File: src/core/brg_pkg.sv
// shared constants and types for the burst reconfiguration guard
package brg_pkg;

    // ------------------------------------------------------------
    // clock and timing
    // ------------------------------------------------------------
    localparam int unsigned CLK_FREQ_MHZ     = 100;
    localparam int unsigned GAP_SYM          = 96;
    localparam int unsigned DRAIN_SYM        = 48;
    localparam int unsigned T_PWR_SMALL_NS   = 5000;
    localparam int unsigned T_PWR_LARGE_NS   = 10000;
    localparam int unsigned T_RETUNE_MS      = 100;
    // least times, rounded up to whole cycles
    localparam int unsigned PWR_SMALL_CYC    = (T_PWR_SMALL_NS * CLK_FREQ_MHZ + 999) / 1000;
    localparam int unsigned PWR_LARGE_CYC    = (T_PWR_LARGE_NS * CLK_FREQ_MHZ + 999) / 1000;
    localparam int unsigned RETUNE_CYC_DFLT  = T_RETUNE_MS * 1000 * CLK_FREQ_MHZ;

    // ------------------------------------------------------------
    // power range in dBmV and reset values
    // ------------------------------------------------------------
    localparam logic [6:0] PWR_MIN_DBMV      = 7'h08;
    localparam logic [6:0] PWR_MAX_QAM16     = 7'h37;
    localparam logic [6:0] PWR_MAX_QPSK      = 7'h3A;
    localparam logic [6:0] PWR_RST_DBMV      = 7'h08;
    localparam logic [15:0] RNG_RST          = 16'h0000;
    localparam logic [2:0] RATE_RST          = 3'h0;

    // ------------------------------------------------------------
    // change mask bit positions
    // ------------------------------------------------------------
    localparam int unsigned CHG_PWR          = 0;
    localparam int unsigned CHG_MOD          = 1;
    localparam int unsigned CHG_RATE         = 2;
    localparam int unsigned CHG_OFF          = 3;
    localparam int unsigned CHG_FREQ         = 4;
    localparam int unsigned CHG_RNG          = 5;
    localparam int unsigned CHG_W            = 6;

    typedef enum logic [0:0] {
        BRG_MOD_QPSK  = 1'b0,
        BRG_MOD_QAM16 = 1'b1
    } brg_mod_t;

    typedef enum logic [1:0] {
        BRG_IDLE   = 2'b00,
        BRG_DRAIN  = 2'b01,
        BRG_APPLY  = 2'b10,
        BRG_SETTLE = 2'b11
    } brg_state_t;

endpackage

File: src/core/brg_pwr_if.sv
// power step carrier between the guard and its quantiser
`timescale 1ns/1ps
`default_nettype none
interface brg_pwr_if #(
    parameter int IN_W = 8
);
    logic signed [IN_W-1:0] step_raw;
    logic signed [IN_W-1:0] step_db;

    modport drv   (output step_raw, input step_db);
    modport quant (input step_raw, output step_db);
endinterface
`default_nettype wire

File: src/core/brg_guard_ctrl.sv
// inter-burst reconfiguration guard for upstream transmit parameters
//
// Behaviour
// - with no listed parameter change, bursts follow back to back untouched.
// - rate, offset-frequency or ranging changes need 96 symbols of gap.
// - modulation changes also need 96 symbols of gap.
// - listed parameters change only after drain, before next burst.
// - modulation changes only after drain, equalizer delay ignored.
// - channel frequency change needs 96 symbols plus 100 ms.
// - power change of 1 dB or less needs 96 symbols plus 5 us.
// - power change above 1 dB needs 96 symbols plus 10 us.
// - power spans 8 dBmV to 55 (16QAM) or 58 (QPSK).
// - power steps round to nearest whole dB.
// - midway power steps round to the smaller step.
// - ranging offset is unsigned, in frame tick sixty-fourths.
// - negative ranging adjustment decreases the stored offset.
`timescale 1ns/1ps
`default_nettype none
module brg_guard_ctrl
    import brg_pkg::*;
#(
    parameter int unsigned RETUNE_CYC = RETUNE_CYC_DFLT,
    parameter int          STEP_W     = 8
) (
    // clock and reset
    input  wire logic               clock_i,
    input  wire logic               rst_n_i,
    // timing from the burst engine
    input  wire logic               burst_end_i,
    input  wire logic [31:0]        grant_cyc_i,
    input  wire logic [15:0]        sym_cyc_i,
    // update request
    input  wire logic               upd_valid_i,
    input  wire logic [CHG_W-1:0]   upd_mask_i,
    input  wire logic [STEP_W-1:0]  upd_pwr_step_i,
    input  wire logic               upd_mod_i,
    input  wire logic [2:0]         upd_rate_i,
    input  wire logic [15:0]        upd_off_i,
    input  wire logic [31:0]        upd_freq_i,
    input  wire logic [15:0]        upd_rng_adj_i,
    output var  logic               upd_ready_o,
    // live transmit parameters
    output var  logic [6:0]         tx_power_o,
    output var  logic               modulation_o,
    output var  logic [2:0]         sym_rate_o,
    output var  logic [15:0]        offset_freq_o,
    output var  logic [31:0]        chan_freq_o,
    output var  logic [15:0]        rng_offset_o,
    // status
    output var  logic               pending_o,
    output var  logic               apply_o,
    output var  logic               settle_busy_o,
    output var  logic               gap_short_o
);
    initial begin
        if (RETUNE_CYC < 1 || STEP_W < 4 || STEP_W > 16) begin
            $error("brg_guard_ctrl: bad parameters");
        end
    end

    brg_pwr_if #(.IN_W(STEP_W)) pwr_c ();
    brg_pwr_quant #(.FRAC_BITS(2), .IN_W(STEP_W)) u_quant (.pwr(pwr_c));
    assign pwr_c.step_raw = upd_pwr_step_i;

    // ------------------------------------------------------------
    // state
    // ------------------------------------------------------------
    brg_state_t                state_reg,  state_next;
    logic [31:0]               cnt_reg,    cnt_next;
    logic [31:0]               settle_reg, settle_next;
    logic [CHG_W-1:0]          mask_reg,   mask_next;
    logic signed [STEP_W-1:0]  step_reg,   step_next;
    logic                      smod_reg,   smod_next;
    logic [2:0]                srate_reg,  srate_next;
    logic [15:0]               soff_reg,   soff_next;
    logic [31:0]               sfreq_reg,  sfreq_next;
    logic signed [15:0]        sadj_reg,   sadj_next;
    logic [6:0]                pwr_reg,    pwr_next;
    logic                      mod_reg,    mod_next;
    logic [2:0]                rate_reg,   rate_next;
    logic [15:0]               off_reg,    off_next;
    logic [31:0]               freq_reg,   freq_next;
    logic [15:0]               rng_reg,    rng_next;
    logic                      pend_reg,   pend_next;
    logic                      apply_reg,  apply_next;
    logic                      busy_reg,   busy_next;
    logic                      short_reg,  short_next;
    logic                      ready_reg,  ready_next;

    logic [31:0] gap_cyc;
    logic [31:0] need_cyc;
    logic [31:0] extra_cyc;
    logic        big_step;
    logic [6:0]  pwr_max;
    logic signed [8:0]  pwr_sum;
    logic signed [17:0] rng_sum;

    // ------------------------------------------------------------
    // gap requirement of the pending change
    // ------------------------------------------------------------
    always_comb begin
        gap_cyc   = 32'(GAP_SYM) * {16'h0000, sym_cyc_i};
        big_step  = (step_reg > STEP_W'(1)) || (step_reg < -STEP_W'(1));
        extra_cyc = 32'h0000_0000;
        if (mask_reg[CHG_PWR] && step_reg != '0) begin
            extra_cyc = big_step ? 32'(PWR_LARGE_CYC) : 32'(PWR_SMALL_CYC);
        end
        if (mask_reg[CHG_FREQ]) begin
            extra_cyc = 32'(RETUNE_CYC);
        end
        // base 96 symbol gap for any listed change
        need_cyc = (mask_reg != '0) ? gap_cyc + extra_cyc : 32'h0000_0000;
    end

    // ------------------------------------------------------------
    // sequencing and parameter update
    // ------------------------------------------------------------
    always_comb begin
        state_next  = state_reg;
        cnt_next    = cnt_reg;
        settle_next = settle_reg;
        mask_next   = mask_reg;
        step_next   = step_reg;
        smod_next   = smod_reg;
        srate_next  = srate_reg;
        soff_next   = soff_reg;
        sfreq_next  = sfreq_reg;
        sadj_next   = sadj_reg;
        pwr_next    = pwr_reg;
        mod_next    = mod_reg;
        rate_next   = rate_reg;
        off_next    = off_reg;
        freq_next   = freq_reg;
        rng_next    = rng_reg;
        pend_next   = pend_reg;
        apply_next  = 1'b0;
        short_next  = 1'b0;
        busy_next   = busy_reg;
        pwr_sum     = '0;
        rng_sum     = '0;
        pwr_max     = PWR_MAX_QPSK;
        case (state_reg)
            BRG_IDLE: begin
                if (upd_valid_i && ready_reg) begin
                    mask_next  = upd_mask_i;
                    step_next  = pwr_c.step_db;
                    smod_next  = upd_mod_i;
                    srate_next = upd_rate_i;
                    soff_next  = upd_off_i;
                    sfreq_next = upd_freq_i;
                    sadj_next  = upd_rng_adj_i;
                    pend_next  = (upd_mask_i != '0);
                end else if (burst_end_i && pend_reg) begin
                    if (need_cyc > grant_cyc_i) begin
                        short_next = 1'b1;
                    end else begin
                        state_next  = BRG_DRAIN;
                        cnt_next    = 32'(DRAIN_SYM) * {16'h0000, sym_cyc_i};
                        settle_next = extra_cyc;
                    end
                end
            end
            BRG_DRAIN: begin
                // wait for the last burst to ramp out
                if (cnt_reg <= 32'h0000_0001) begin
                    state_next = BRG_APPLY;
                end else begin
                    cnt_next = cnt_reg - 32'h0000_0001;
                end
            end
            BRG_APPLY: begin
                apply_next = 1'b1;
                pend_next  = 1'b0;
                if (mask_reg[CHG_MOD]) begin
                    mod_next = smod_reg;
                end
                if (mask_reg[CHG_RATE]) begin
                    rate_next = srate_reg;
                end
                if (mask_reg[CHG_OFF]) begin
                    off_next = soff_reg;
                end
                if (mask_reg[CHG_FREQ]) begin
                    freq_next = sfreq_reg;
                end
                // clamp to the range of the new modulation
                pwr_max = (mod_next == BRG_MOD_QAM16) ? PWR_MAX_QAM16 : PWR_MAX_QPSK;
                pwr_sum = $signed({2'b00, pwr_reg}) + 9'(step_reg);
                if (mask_reg[CHG_PWR] || mask_reg[CHG_MOD]) begin
                    if (pwr_sum < $signed({2'b00, PWR_MIN_DBMV})) begin
                        pwr_next = PWR_MIN_DBMV;
                    end else if (pwr_sum > $signed({2'b00, pwr_max})) begin
                        pwr_next = pwr_max;
                    end else begin
                        pwr_next = pwr_sum[6:0];
                    end
                end
                // unsigned offset, negative adjust lowers it
                rng_sum = $signed({2'b00, rng_reg}) + 18'(sadj_reg);
                if (mask_reg[CHG_RNG]) begin
                    if (rng_sum < 18'sh00000) begin
                        rng_next = 16'h0000;
                    end else if (rng_sum > 18'sh0FFFF) begin
                        rng_next = 16'hFFFF;
                    end else begin
                        rng_next = rng_sum[15:0];
                    end
                end
                if (settle_reg != '0) begin
                    state_next = BRG_SETTLE;
                    busy_next  = 1'b1;
                end else begin
                    state_next = BRG_IDLE;
                end
            end
            BRG_SETTLE: begin
                // hold busy while the analog path settles
                if (settle_reg <= 32'h0000_0001) begin
                    state_next = BRG_IDLE;
                    busy_next  = 1'b0;
                end else begin
                    settle_next = settle_reg - 32'h0000_0001;
                end
            end
            default: begin
                state_next = BRG_IDLE;
                busy_next  = 1'b0;
            end
        endcase
        // nothing pending means nothing gates the burst
        ready_next = (state_next == BRG_IDLE) && !pend_next;
    end

    always_ff @(posedge clock_i or negedge rst_n_i) begin
        if (!rst_n_i) begin
            state_reg  <= BRG_IDLE;
            cnt_reg    <= '0;
            settle_reg <= '0;
            mask_reg   <= '0;
            step_reg   <= '0;
            smod_reg   <= 1'b0;
            srate_reg  <= RATE_RST;
            soff_reg   <= '0;
            sfreq_reg  <= '0;
            sadj_reg   <= '0;
            pwr_reg    <= PWR_RST_DBMV;
            mod_reg    <= BRG_MOD_QPSK;
            rate_reg   <= RATE_RST;
            off_reg    <= '0;
            freq_reg   <= '0;
            rng_reg    <= RNG_RST;
            pend_reg   <= 1'b0;
            apply_reg  <= 1'b0;
            busy_reg   <= 1'b0;
            short_reg  <= 1'b0;
            ready_reg  <= 1'b0;
        end else begin
            state_reg  <= state_next;
            cnt_reg    <= cnt_next;
            settle_reg <= settle_next;
            mask_reg   <= mask_next;
            step_reg   <= step_next;
            smod_reg   <= smod_next;
            srate_reg  <= srate_next;
            soff_reg   <= soff_next;
            sfreq_reg  <= sfreq_next;
            sadj_reg   <= sadj_next;
            pwr_reg    <= pwr_next;
            mod_reg    <= mod_next;
            rate_reg   <= rate_next;
            off_reg    <= off_next;
            freq_reg   <= freq_next;
            rng_reg    <= rng_next;
            pend_reg   <= pend_next;
            apply_reg  <= apply_next;
            busy_reg   <= busy_next;
            short_reg  <= short_next;
            ready_reg  <= ready_next;
        end
    end

    assign upd_ready_o   = ready_reg;
    assign tx_power_o    = pwr_reg;
    assign modulation_o  = mod_reg;
    assign sym_rate_o    = rate_reg;
    assign offset_freq_o = off_reg;
    assign chan_freq_o   = freq_reg;
    assign rng_offset_o  = rng_reg;
    assign pending_o     = pend_reg;
    assign apply_o       = apply_reg;
    assign settle_busy_o = busy_reg;
    assign gap_short_o   = short_reg;
endmodule
`default_nettype wire

File: src/core/brg_pwr_quant.sv
// rounds a fine power step to whole dB, ties toward the smaller step
`timescale 1ns/1ps
`default_nettype none
module brg_pwr_quant #(
    parameter int FRAC_BITS = 2,
    parameter int IN_W      = 8
) (
    // carrier
    brg_pwr_if.quant pwr
);
    initial begin
        if (FRAC_BITS < 1 || IN_W <= FRAC_BITS + 1) begin
            $error("brg_pwr_quant: bad widths");
        end
    end

    localparam logic [IN_W:0] HALF_M1 = (IN_W+1)'((1 << (FRAC_BITS - 1)) - 1);

    logic [IN_W:0] mag;
    logic [IN_W:0] rnd;

    // ------------------------------------------------------------
    // magnitude rounding
    // ------------------------------------------------------------
    always_comb begin
        mag = pwr.step_raw[IN_W-1] ? (IN_W+1)'(-$signed({pwr.step_raw[IN_W-1], pwr.step_raw}))
                                   : (IN_W+1)'({1'b0, pwr.step_raw});
        rnd = (mag + HALF_M1) >> FRAC_BITS;
        pwr.step_db = pwr.step_raw[IN_W-1] ? IN_W'(-$signed(rnd)) : IN_W'(rnd);
    end

endmodule
`default_nettype wire

File: config.mk
export PLATFORM = sky130hd
export DESIGN_NAME = brg_guard_ctrl
export DESIGN_NICKNAME = d
export VERILOG_FILES = /design/src/core/brg_pkg.sv /design/src/core/brg_pwr_if.sv /design/src/core/brg_guard_ctrl.sv /design/src/core/brg_pwr_quant.sv
export SDC_FILE = /design/constraint.sdc
export NUM_CORES = 1
export LEC_CHECK = 0
export ABC_AREA = 1
export ABC_CLOCK_PERIOD_IN_PS = 7780
export BUFFER_PORTS_ARGS = -buffer_cell sky130_fd_sc_hd__buf_2
export CAP_MARGIN = 20
export CORE_ASPECT_RATIO = 1.25
export CORE_MARGIN = 2
export CORE_UTILIZATION = 30
export CTS_BUF_LIST = sky130_fd_sc_hd__clkbuf_4 sky130_fd_sc_hd__clkbuf_8
export DETAILED_ROUTE_END_ITERATION = 10
export PLACE_DENSITY_LB_ADDON = 0.15
export SYNTH_ARGS = -nofsm -noshare
export SYNTH_HDL_FRONTEND = slang
export SYNTH_SLANG_ARGS = --single-unit
File: constraint.sdc
create_clock -name clock_i -period 7.78 [get_ports clock_i]
set_input_delay 1.167 -clock clock_i [delete_from_list [all_inputs] [get_ports clock_i]]
set_output_delay 1.167 -clock clock_i [all_outputs]
set_load 0.005 [all_outputs]
==> run_results.csv, run 1 <==
group,metric,value,unit
worst_setup_path,max_stage_delay,780,ps
route,routed_wirelength,44700,µm
yosys,yosysSeqAreaShare,38.2,%
die,die_w,204,µm
sta,fmax,174,MHz
clocking,clockBufferDepth,3,
yosys,synth_top_family_by_area,"simple AND/OR/NAND/NOR gates",
yosys,synth_compound_area_share,8.78,%
grt,antenna_found_initial,15,
sta,hold_violations,0,
clocking,cts_setup_buffers,0,
worst_setup_path,endpoint_kind,"flip-flop",
cells_and_area,areaGrowthSynthToFinish,17.8,%
die,rows,91,
clocking,cts-buffers-inserted,44,
sta,fin_ws,2020,ps
worst_setup_path,cp.arrival,6310,ps
die,dieArea,51600,µm²
die,initial_core_util,30.3,%
die,boundaryPins,214,
sta,setup_violations,0,
place,place_congestion,0.839,
cells_and_area,drive_gt1_share,16.3,%
route,drc_errors,0,
min_path,hold_path_depth,2,
power_and_ir_drop,p_leak,9.54,nW
cells_and_area,fin_nets,2488,
clocking,cts_hold_buffers,0,
cells_and_area,nFillCells,5398,
worst_setup_path,cp-start-kind,"input pin",
grt,grt_pass1_vias,14015,
route,drt_iter0_drc,560,
place,port-buffer-count,213,
route,first_pass_iters,5,
yosys,synth_cells,2058,
route,viasPerCell,4.65,
grt,globalRouteOverflowTotal,0,
yosys,synth_seq_cells,228,
yosys,ys.flop_type,"dfrtp_1",
clocking,clock_sinks,228,
clocking,insertion_delay,620,ps
yosys,synth_area_leaders,"dfrtp_1 (38%), nand2_1 (17%), ha_1 (7.0%)",
yosys,synth_largest_area_cell,"dfrtp_1",
worst_setup_path,reg2reg_depth,31,
power_and_ir_drop,peakVddDrop,0.152,mV
job,drv_cap,0,
place,dp_hpwl,33200,µm
clocking,cts.clk_slew.worst_paths,60,ps
cells_and_area,final_cell_area,17600,µm²
grt,track_usage,17.5,%
grt,grt_pass1_wl,72700,µm
sta,period_minus_slack,5760,ps
die,core,49300,µm²
worst_setup_path,cp.required,8330,ps
cells_and_area,final-instance-count-excl-fill,2951,
yosys,synthArstFlopShare,100,%
clocking,cts-htree-levels,2,
clocking,cts_resized,0,
worst_setup_path,cpMostUsedCell,"nand2_1",
yosys,synth_xor_area_share,4.10,%
sta,worst_clock_skew,22.5,ps
place,placed_area,16600,µm²
yosys,yosys.area_share.simple,31.5,%
worst_setup_path,slowest_stage,"nand2_2",
yosys,synth_nets,2279,
route,routedWlPerCell,15.1,µm
yosys,synth-edff-count,0,
sta,slew_violations,0,
yosys,syn_area_per_cell,7.25,µm²
route,ant_nets,0,
route,routed-via-count,13728,
place,placed_cells,2872,
power_and_ir_drop,power_density,376,nW/µm²
sta,setup_tns,0,ps
yosys,synth_warnings,0,
die,die_h,253,µm
clocking,root_buffer,"clkbuf_8",
yosys,yosysTopAreaCellShare,38.1,%
yosys,yosysUniqueCellTypes,56,
yosys,synth_adder_area_share,7.49,%
grt,grt_max_degree,122,
worst_setup_path,path_class,"input pin to flip-flop",
place,dp_slack,1350,ps
yosys,synthMuxAreaShare,1.96,%
yosys,netlist_area,14900,µm²
sta,slew_headroom,31.4,%
run_status,run_status,"finished, final reports clean",
clocking,cts_tree,"yes",
sta,tightest_slew,1030,ps
sta,timing.final.crit_share,74.0,%
worst_setup_path,cp_max_fo,51,
sta,grt_setup_unrepaired,"false",
min_path,min_path_type,"flip-flop to flip-flop",
-- power breakdown --
group,internal (W),switching (W)
sequential,0.00167,0.000353
combinational,0.00118,0.00207
clock,0.000783,0.000561
total,0.00363,0.00298
-- final timing paths --
path / to / slack [ps] / from
setup / recovery: settle_reg[27] / 2020 / sym_cyc_i[0]
hold / removal: soff_reg[7] / 470 / soff_reg[7]
setup reg to reg: settle_reg[27] / 2260 / step_reg[1]
hold reg to reg: soff_reg[7] / 470 / soff_reg[7]
max in group asynchronous: tx_power_o[0] / 5570 / rst_n_i
min in group asynchronous: offset_freq_o[1] / 620 / rst_n_i
-- worst max-delay path: cells and delay by family --
family          cells  cell delay [ps]
xor+xnor            1              160
fa+ha+maj           4             1220
simple gates       21             2890
buf+inv             3              260
compound gates      4              600
-- layer usage --
layer / up-vias / share of wire [%] / global-route usage, %
met4: 22 / 2.6 / 5.76
li1: 7029 / - / -
met3: 85 / 7.1 / 5.34
met1: 6318 / 42 / 20.5
met2: 274 / 48 / 30.4
met5: - / 0.32 / 0.386
-- cell usage after synthesis, drive strengths merged, types with 4 or more instances --
| library cell | number |
|---|---|
| a21o | 6 |
| a21oi | 66 |
| a31oi | 7 |
| and2 | 6 |
| buf | 30 |
| clkbuf | 28 |
| dfrtp | 227 |
| fa | 4 |
| ha | 83 |
| inv | 240 |
| mux2 | 26 |
| nand2 | 683 |
| nand3 | 103 |
| nand3b | 4 |
| nand4 | 61 |
| nor2 | 204 |
| nor3 | 26 |
| nor4 | 6 |
| o211ai | 5 |
| o21ai | 138 |
| or2 | 10 |
| xnor2 | 26 |
| xor2 | 43 |
-- metrics by stage --
| stage | hold slack, ps | util [%] | power, W |
|---|---|---|---|
| floorplan | 434 | - | 0.00436 |
| global placement | 447 | 33.7 | 0.00529 |
| detailed placement | 456 | 33.7 | 0.00533 |
| CTS | 471 | 35.7 | 0.00673 |
| global route | 482 | 35.7 | 0.00729 |
| finish | 465 | 35.7 | 0.00662 |
-- placed cells by master, fill, tap and decap left out, types with 60 or more instances in the layout --
master,n
nand4_1,60
a21oi_1,66
inv_1,219
nand3_1,100
nor2_1,190
ha_1,83
dfrtp_1,227
o21ai_0,93
nand2_1,671
buf_2,212
-- cell families (layout without fill, tap and decap cells) --
logic type / count (synthesis) / count (layout)
flip-flops: 228 / 228
buffers and inverters: 298 / 535
XOR/XNOR: 69 / 69
adder cells (fa/ha/maj): 87 / 87
other: 0 / 5
multiplexers: 26 / 26
AND/OR/NAND/NOR: 1107 / 1107
AO/OA/AOI/OAI: 243 / 243
-- area by class of cell --
cell class                 count  area (µm²)  share of cell area (%)
clock inverter                 9         156                   0.889
inverter                     240         901                    5.12
sequential                   228        5710                    32.4
multi-input combinational   1532        8040                    45.7
timing repair buffer         221        1140                    6.46
antenna                        5        12.5                  0.0711
clock buffer                  65         826                    4.69
tap                          651         815                    4.63
Power figures use the tool's default switching activity.
==> inputs of run 2 (changes only) <==
--- a/config.mk
+++ b/config.mk
@@ -6,7 +6,7 @@
 export NUM_CORES = 1
 export LEC_CHECK = 0
 export ABC_AREA = 1
-export ABC_CLOCK_PERIOD_IN_PS = 7780
+export ABC_CLOCK_PERIOD_IN_PS = 4900
 export BUFFER_PORTS_ARGS = -buffer_cell sky130_fd_sc_hd__buf_2
 export CAP_MARGIN = 20
 export CORE_ASPECT_RATIO = 1.25
==> constraint.sdc (replaced) <==
create_clock -name clock_i -period 4.9 [get_ports clock_i]
set_input_delay 0.735 -clock clock_i [delete_from_list [all_inputs] [get_ports clock_i]]
set_output_delay 0.735 -clock clock_i [all_outputs]
set_load 0.005 [all_outputs]
==> run 2 against run 1 <==
Compared with the run above: clock skew rose by 11 ps; sequential share of layout area fell by 1.3 points; core utilization rose by 1.5 points; design area rose by 4.2%; worst hold slack got worse by 360 ps; clock-buffer cell count rose by 4; sequential cell count did not move; global-route usage rose by 0.20 points; final cell count rose by 2.7%; critical path type unchanged; largest cell class unchanged; largest power group unchanged; highest routed layer unchanged.
==> run_results.csv, run 2 (synthesized netlist as in run 1, its figures left out) <==
group,metric,value,unit
run_status,run_status,"finished, final reports clean",
worst_setup_path,reg2reg_to,"settle_reg[17]",
grt,grt_use_met2,30.4,%
worst_setup_path,cpMostUsedCell,"nand2_1",
worst_setup_path,cp-start-kind,"input pin",
cells_and_area,drive_gt1_share,19.7,%
grt,gr-usage-met3,5.53,%
power_and_ir_drop,p_leak,9.94,nW
worst_setup_path,reg2reg_depth,31,
sta,tightest_slew,934,ps
die,core,49300,µm²
route,first_pass_iters,5,
clocking,insertion_delay,610,ps
sta,slew_violations,0,
worst_setup_path,cp.required,5380,ps
route,routedWlPerCell,14.9,µm
place,placed_cells,2948,
worst_setup_path,rrSetupSlack,490,ps
grt,antenna_found_initial,13,
sta,grt_setup_unrepaired,"false",
place,port-buffer-count,213,
sta,setup_violations,0,
worst_setup_path,endpoint_kind,"flip-flop",
grt,grt_pass1_vias,14504,
cells_and_area,layout.cells.most_common_list,"nand2_1 (669), dfrtp_1 (226), inv_1 (219)",
worst_setup_path,slowest_stage,"fa_1",
grt,track_usage,17.7,%
worst_setup_path,reg2reg_from,"step_reg[1]",
job,drv_cap,0,
die,dieArea,51600,µm²
route,routed-via-count,14108,
route,drt_iter0_drc,698,
power_and_ir_drop,power_density,593,nW/µm²
clocking,clock_sinks,228,
worst_setup_path,path_class,"input pin to flip-flop",
worst_setup_path,max_stage_delay,400,ps
sta,slew_headroom,37.7,%
place,dp_hpwl,33300,µm
sta,setup_tns,0,ps
sta,hold_violations,0,
grt,use_met1,21.0,%
worst_setup_path,cp.arrival,4950,ps
place,place_congestion,0.828,
grt,globalRouteOverflowTotal,0,
cells_and_area,final-instance-count-excl-fill,3031,
route,routed_wirelength,45200,µm
clocking,root_buffer,"clkbuf_8",
clocking,clockBufferDepth,3,
die,initial_core_util,30.3,%
worst_setup_path,cp_max_fo,15,
cells_and_area,final_common_cell,"nand2_1",
die,die_w,204,µm
die,rows,91,
sta,worst_clock_skew,33.1,ps
route,viasPerCell,4.65,
die,die_h,253,µm
route,ant_nets,0,
grt,grt_pass1_wl,73700,µm
clocking,cts_setup_buffers,0,
sta,period_minus_slack,4470,ps
die,boundaryPins,214,
route,drc_errors,0,
cells_and_area,areaGrowthSynthToFinish,22.8,%
clocking,cts-buffers-inserted,44,
grt,grt_max_degree,114,
cells_and_area,fin_nets,2566,
clocking,cts-htree-levels,2,
min_path,min_path_type,"input pin to async pin",
cells_and_area,fin_util,37.2,%
cells_and_area,nFillCells,5312,
sta,timing.final.crit_share,91.2,%
clocking,cts.clk_slew.worst_paths,60,ps
sta,fmax,224,MHz
power_and_ir_drop,peakVddDrop,0.243,mV
clocking,cts_tree,"yes",
grt,grt.busiest_layer,"met2",
[run 2: cell types whose count changed in the layout (fill, tap and decap cells not counted), sizes merged]
cell | before | now
bufinv | 3 | 2
clkinvlp | 1 | 2
clkinv | 4 | 2
buf | 221 | 297
inv | 241 | 240
clkbuf | 65 | 71
diode | 5 | 6
[run 2: critical path: cells and delay by family]
family,cells,cell delay (ps)
AOI/OAI and AO/OA,6,850
xor gates and xnor gates,1,130
adders and majority gates,4,1140
buffers and inverters,5,600
and+or+nand+nor,17,1450
[run 2: metal layers]
layer / up-vias / routed length [µm]
met1: 6529 / 19400
met3: 93 / 3140
met5: - / 103
li1: 7175 / -
met4: 16 / 1240
met2: 295 / 21300
[run 2: power breakdown]
| part | internal (W) | switching (W) | total [W] |
|---|---|---|---|
| Combinational | 0.00220 | 0.00339 | 0.00559 |
| Sequential | 0.00265 | 0.000549 | 0.00320 |
| Clock | 0.00123 | 0.000858 | 0.00208 |
| Total | 0.00607 | 0.00479 | 0.0109 |
[run 2: layout make-up]
cell class	count	area, µm²	area share, %
multi-input cells	1532	8110	44.3
flip-flops and latches	228	5710	31.1
repair buffers	299	1810	9.88
inverters	240	901	4.92
clock buffers	69	868	4.74
well taps	651	815	4.44
clock inverters	6	96.3	0.526
diodes	6	15.0	0.0819
[run 2: worst max path at each step]
stage                 startpoint        endpoint  slack, ps  depth (start not counted)
floorplan           sym_cyc_i[0]      cnt_reg[6]        380                         32
global placement    sym_cyc_i[1]      cnt_reg[5]       -300                         33
detailed placement  sym_cyc_i[1]     cnt_reg[23]       -320                         33
CTS                  step_reg[2]     cnt_reg[26]        190                         32
global route         step_reg[2]   settle_reg[7]         10                         34
finish              sym_cyc_i[1]  settle_reg[17]        430                         33
[run 2: metrics by stage]
step / worst slack [ps] / hold slack [ps] / power, W / instance area [µm²]
after global placement: -305 / 447 / 0.00865 / 17200
after detailed placement: -319 / 451 / 0.00874 / 17200
final: 431 / 108 / 0.0109 / 18300
after global routing: 10.3 / 105 / 0.0120 / 18300
after CTS: 189 / 83.4 / 0.0109 / 18200
after floorplan: 378 / 434 / 0.00692 / 14900
[run 2: repair_timing]
action,4_1_cts,5_1_grt
hold endpoints to repair,0,0
resized for setup,0,17
hold buffers,0,0
setup endpoints to repair,0,67
==> inputs of run 3 (changes only) <==
--- a/config.mk
+++ b/config.mk
@@ -15,6 +15,7 @@
 export CTS_BUF_LIST = sky130_fd_sc_hd__clkbuf_4 sky130_fd_sc_hd__clkbuf_8
 export DETAILED_ROUTE_END_ITERATION = 10
 export PLACE_DENSITY_LB_ADDON = 0.15
+export SETUP_SLACK_MARGIN = 0.5
 export SYNTH_ARGS = -nofsm -noshare
 export SYNTH_HDL_FRONTEND = slang
 export SYNTH_SLANG_ARGS = --single-unit
==> run 3 against run 2 <==
Compared with the run above: via count increased by 0.50%; sequential share of layout area is 0.62 points lower; clock power is 2% higher; critical path type unchanged.
==> run_results.csv, run 3 (synthesized netlist as in run 1, its figures left out) <==
group,metric,value,unit
run_status,run_status,"finished, final reports clean",
power_and_ir_drop,power.switching,0.00499,W
sta,worst_clock_skew,42.7,ps
clocking,clockBufferDepth,3,
place,place_congestion,0.880,
place,dp_hpwl,32800,µm
sta,slew_violations,0,
place,port-buffer-count,213,
sta,timing.final.crit_share,89.2,%
worst_setup_path,endpoint_kind,"flip-flop",
place,dp_slack,-278,ps
die,rows,91,
power_and_ir_drop,power_density,604,nW/µm²
grt,antenna_found_initial,9,
sta,slew_headroom,35.3,%
sta,fmax,229,MHz
worst_setup_path,slowest_stage,"fa_2",
sta,hold_violations,0,
power_and_ir_drop,p_int,0.00632,W
cells_and_area,nFillCells,5277,
worst_setup_path,rrSetupSlack,600,ps
clocking,clock_sinks,228,
die,boundaryPins,214,
worst_setup_path,cp-start-kind,"input pin",
min_path,min_path_type,"input pin to async pin",
die,die_h,253,µm
die,initial_core_util,30.3,%
route,routedWlPerCell,14.9,µm
sta,period_minus_slack,4370,ps
cells_and_area,layout.cells.most_common_list,"nand2_1 (643), dfrtp_1 (226), inv_1 (214)",
power_and_ir_drop,power,0.0113,W
clocking,cts_hold_buffers,0,
clocking,cts.clk_slew.worst_paths,60,ps
clocking,cts-htree-levels,2,
grt,grt_pass1_vias,14405,
worst_setup_path,cp_max_fo,10,
grt,track_usage,17.7,%
die,dieArea,51600,µm²
cells_and_area,multi_input_area,8410,µm²
power_and_ir_drop,swShare,44.1,%
worst_setup_path,cp.required,5410,ps
die,die_w,204,µm
die,core,49300,µm²
sta,tightest_slew,971,ps
power_and_ir_drop,pwr-share-seq,28.2,%
cells_and_area,drive_gt1_share,22.4,%
grt,grt_max_degree,125,
power_and_ir_drop,peakVddDrop,0.291,mV
job,drv_cap,0,
worst_setup_path,max_stage_delay,410,ps
sta,setup_violations,0,
clocking,cts_tree,"yes",
sta,fin_ws,529,ps
power_and_ir_drop,p_clk_share,18.8,%
cells_and_area,final_common_cell,"nand2_1",
route,drc_errors,0,
cells_and_area,fin_nets,2562,
route,first_pass_iters,5,
clocking,cts-buffers-inserted,45,
route,routed-via-count,14178,
worst_setup_path,path_class,"input pin to flip-flop",
route,drt_iter0_drc,592,
worst_setup_path,reg2reg_from,"step_reg[2]",
grt,globalRouteOverflowTotal,0,
cells_and_area,final-seq-area,5710,µm²
clocking,root_buffer,"clkbuf_8",
route,routed_wirelength,45200,µm
clocking,insertion_delay,630,ps
worst_setup_path,reg2reg_to,"settle_reg[25]",
worst_setup_path,reg2reg_depth,34,
route,ant_nets,0,
cells_and_area,areaGrowthSynthToFinish,25.3,%
sta,grt_setup_unrepaired,"true",
power_and_ir_drop,p_leak,10.0,nW
route,viasPerCell,4.67,
worst_setup_path,cp.arrival,4880,ps
cells_and_area,fin_util,37.9,%
power_and_ir_drop,p_comb_share,52.9,%
grt,grt_pass1_wl,73700,µm
run 3: worst max-delay path, delay by kind of cell:
kind                       cells  cell delay [ps]
xor gates and xnor gates       1              110
AOI/OAI and AO/OA              6              680
and+or+nand+nor               17             1340
buffers and inverters          7              890
adders and majority gates      4             1120
run 3: metal layers:
layer / up-vias / share of wire [%] / GRT usage, %
met5: - / 0.15 / 0
met4: 12 / 2.3 / 5.19
met3: 78 / 6.6 / 5.30
met2: 268 / 48 / 30.8
met1: 6623 / 43 / 20.9
li1: 7197 / - / -
run 3: stage by stage:
stage	area, µm²	hold WS (ps)	instances	setup TNS (ps)
global route	18700	253	3029	0
global placement	17000	446	2917	-6770
CTS	18200	211	3012	0
floorplan	15000	434	2058	0
finish	18700	196	3033	0
detailed placement	17000	454	2917	-14670
run 3: repair_timing:
action | CTS | global route
endpoints found under the setup margin | 67 | 67
setup buffers | 11 | 12
gates cloned | 1 | 3
pin swaps | 10 | 32
hold endpoints to repair | 0 | 0
resized for setup | 18 | 72
run 3: power by group through the flow:
stage,Combinational [W],Clock [W],Sequential (W)
3_3_place_gp,0.00539,0,0.00321
6_report,0.00598,0.00213,0.00319
3_5_place_dp,0.00546,0,0.00322
4_1_cts,0.00566,0.00222,0.00320
2_1_floorplan,0.00385,0,0.00312
5_1_grt,0.00685,0.00230,0.00331
run 3: cell type report:
class | count | area share, %
Inverter | 240 | 4.83
Multi-Input combinational cell | 1532 | 45.0
Tap cell | 651 | 4.36
Clock inverter | 11 | 0.716
Timing Repair Buffer | 294 | 9.94
Clock buffer | 72 | 4.60
Sequential cell | 228 | 30.5
Antenna cell | 5 | 0.0669
run 3: worst max-delay path by stage:
stage | startpoint | endpoint | slack [ps] | cells after the start
finish | sym_cyc_i[1] | settle_reg[25] | 530 | 35
detailed placement | sym_cyc_i[1] | settle_reg[25] | -280 | 32
global placement | sym_cyc_i[2] | settle_reg[5] | -160 | 33
floorplan | sym_cyc_i[0] | settle_reg[26] | 530 | 33
CTS | step_reg[1] | settle_reg[8] | 500 | 33
global route | step_reg[2] | settle_reg[17] | 260 | 35
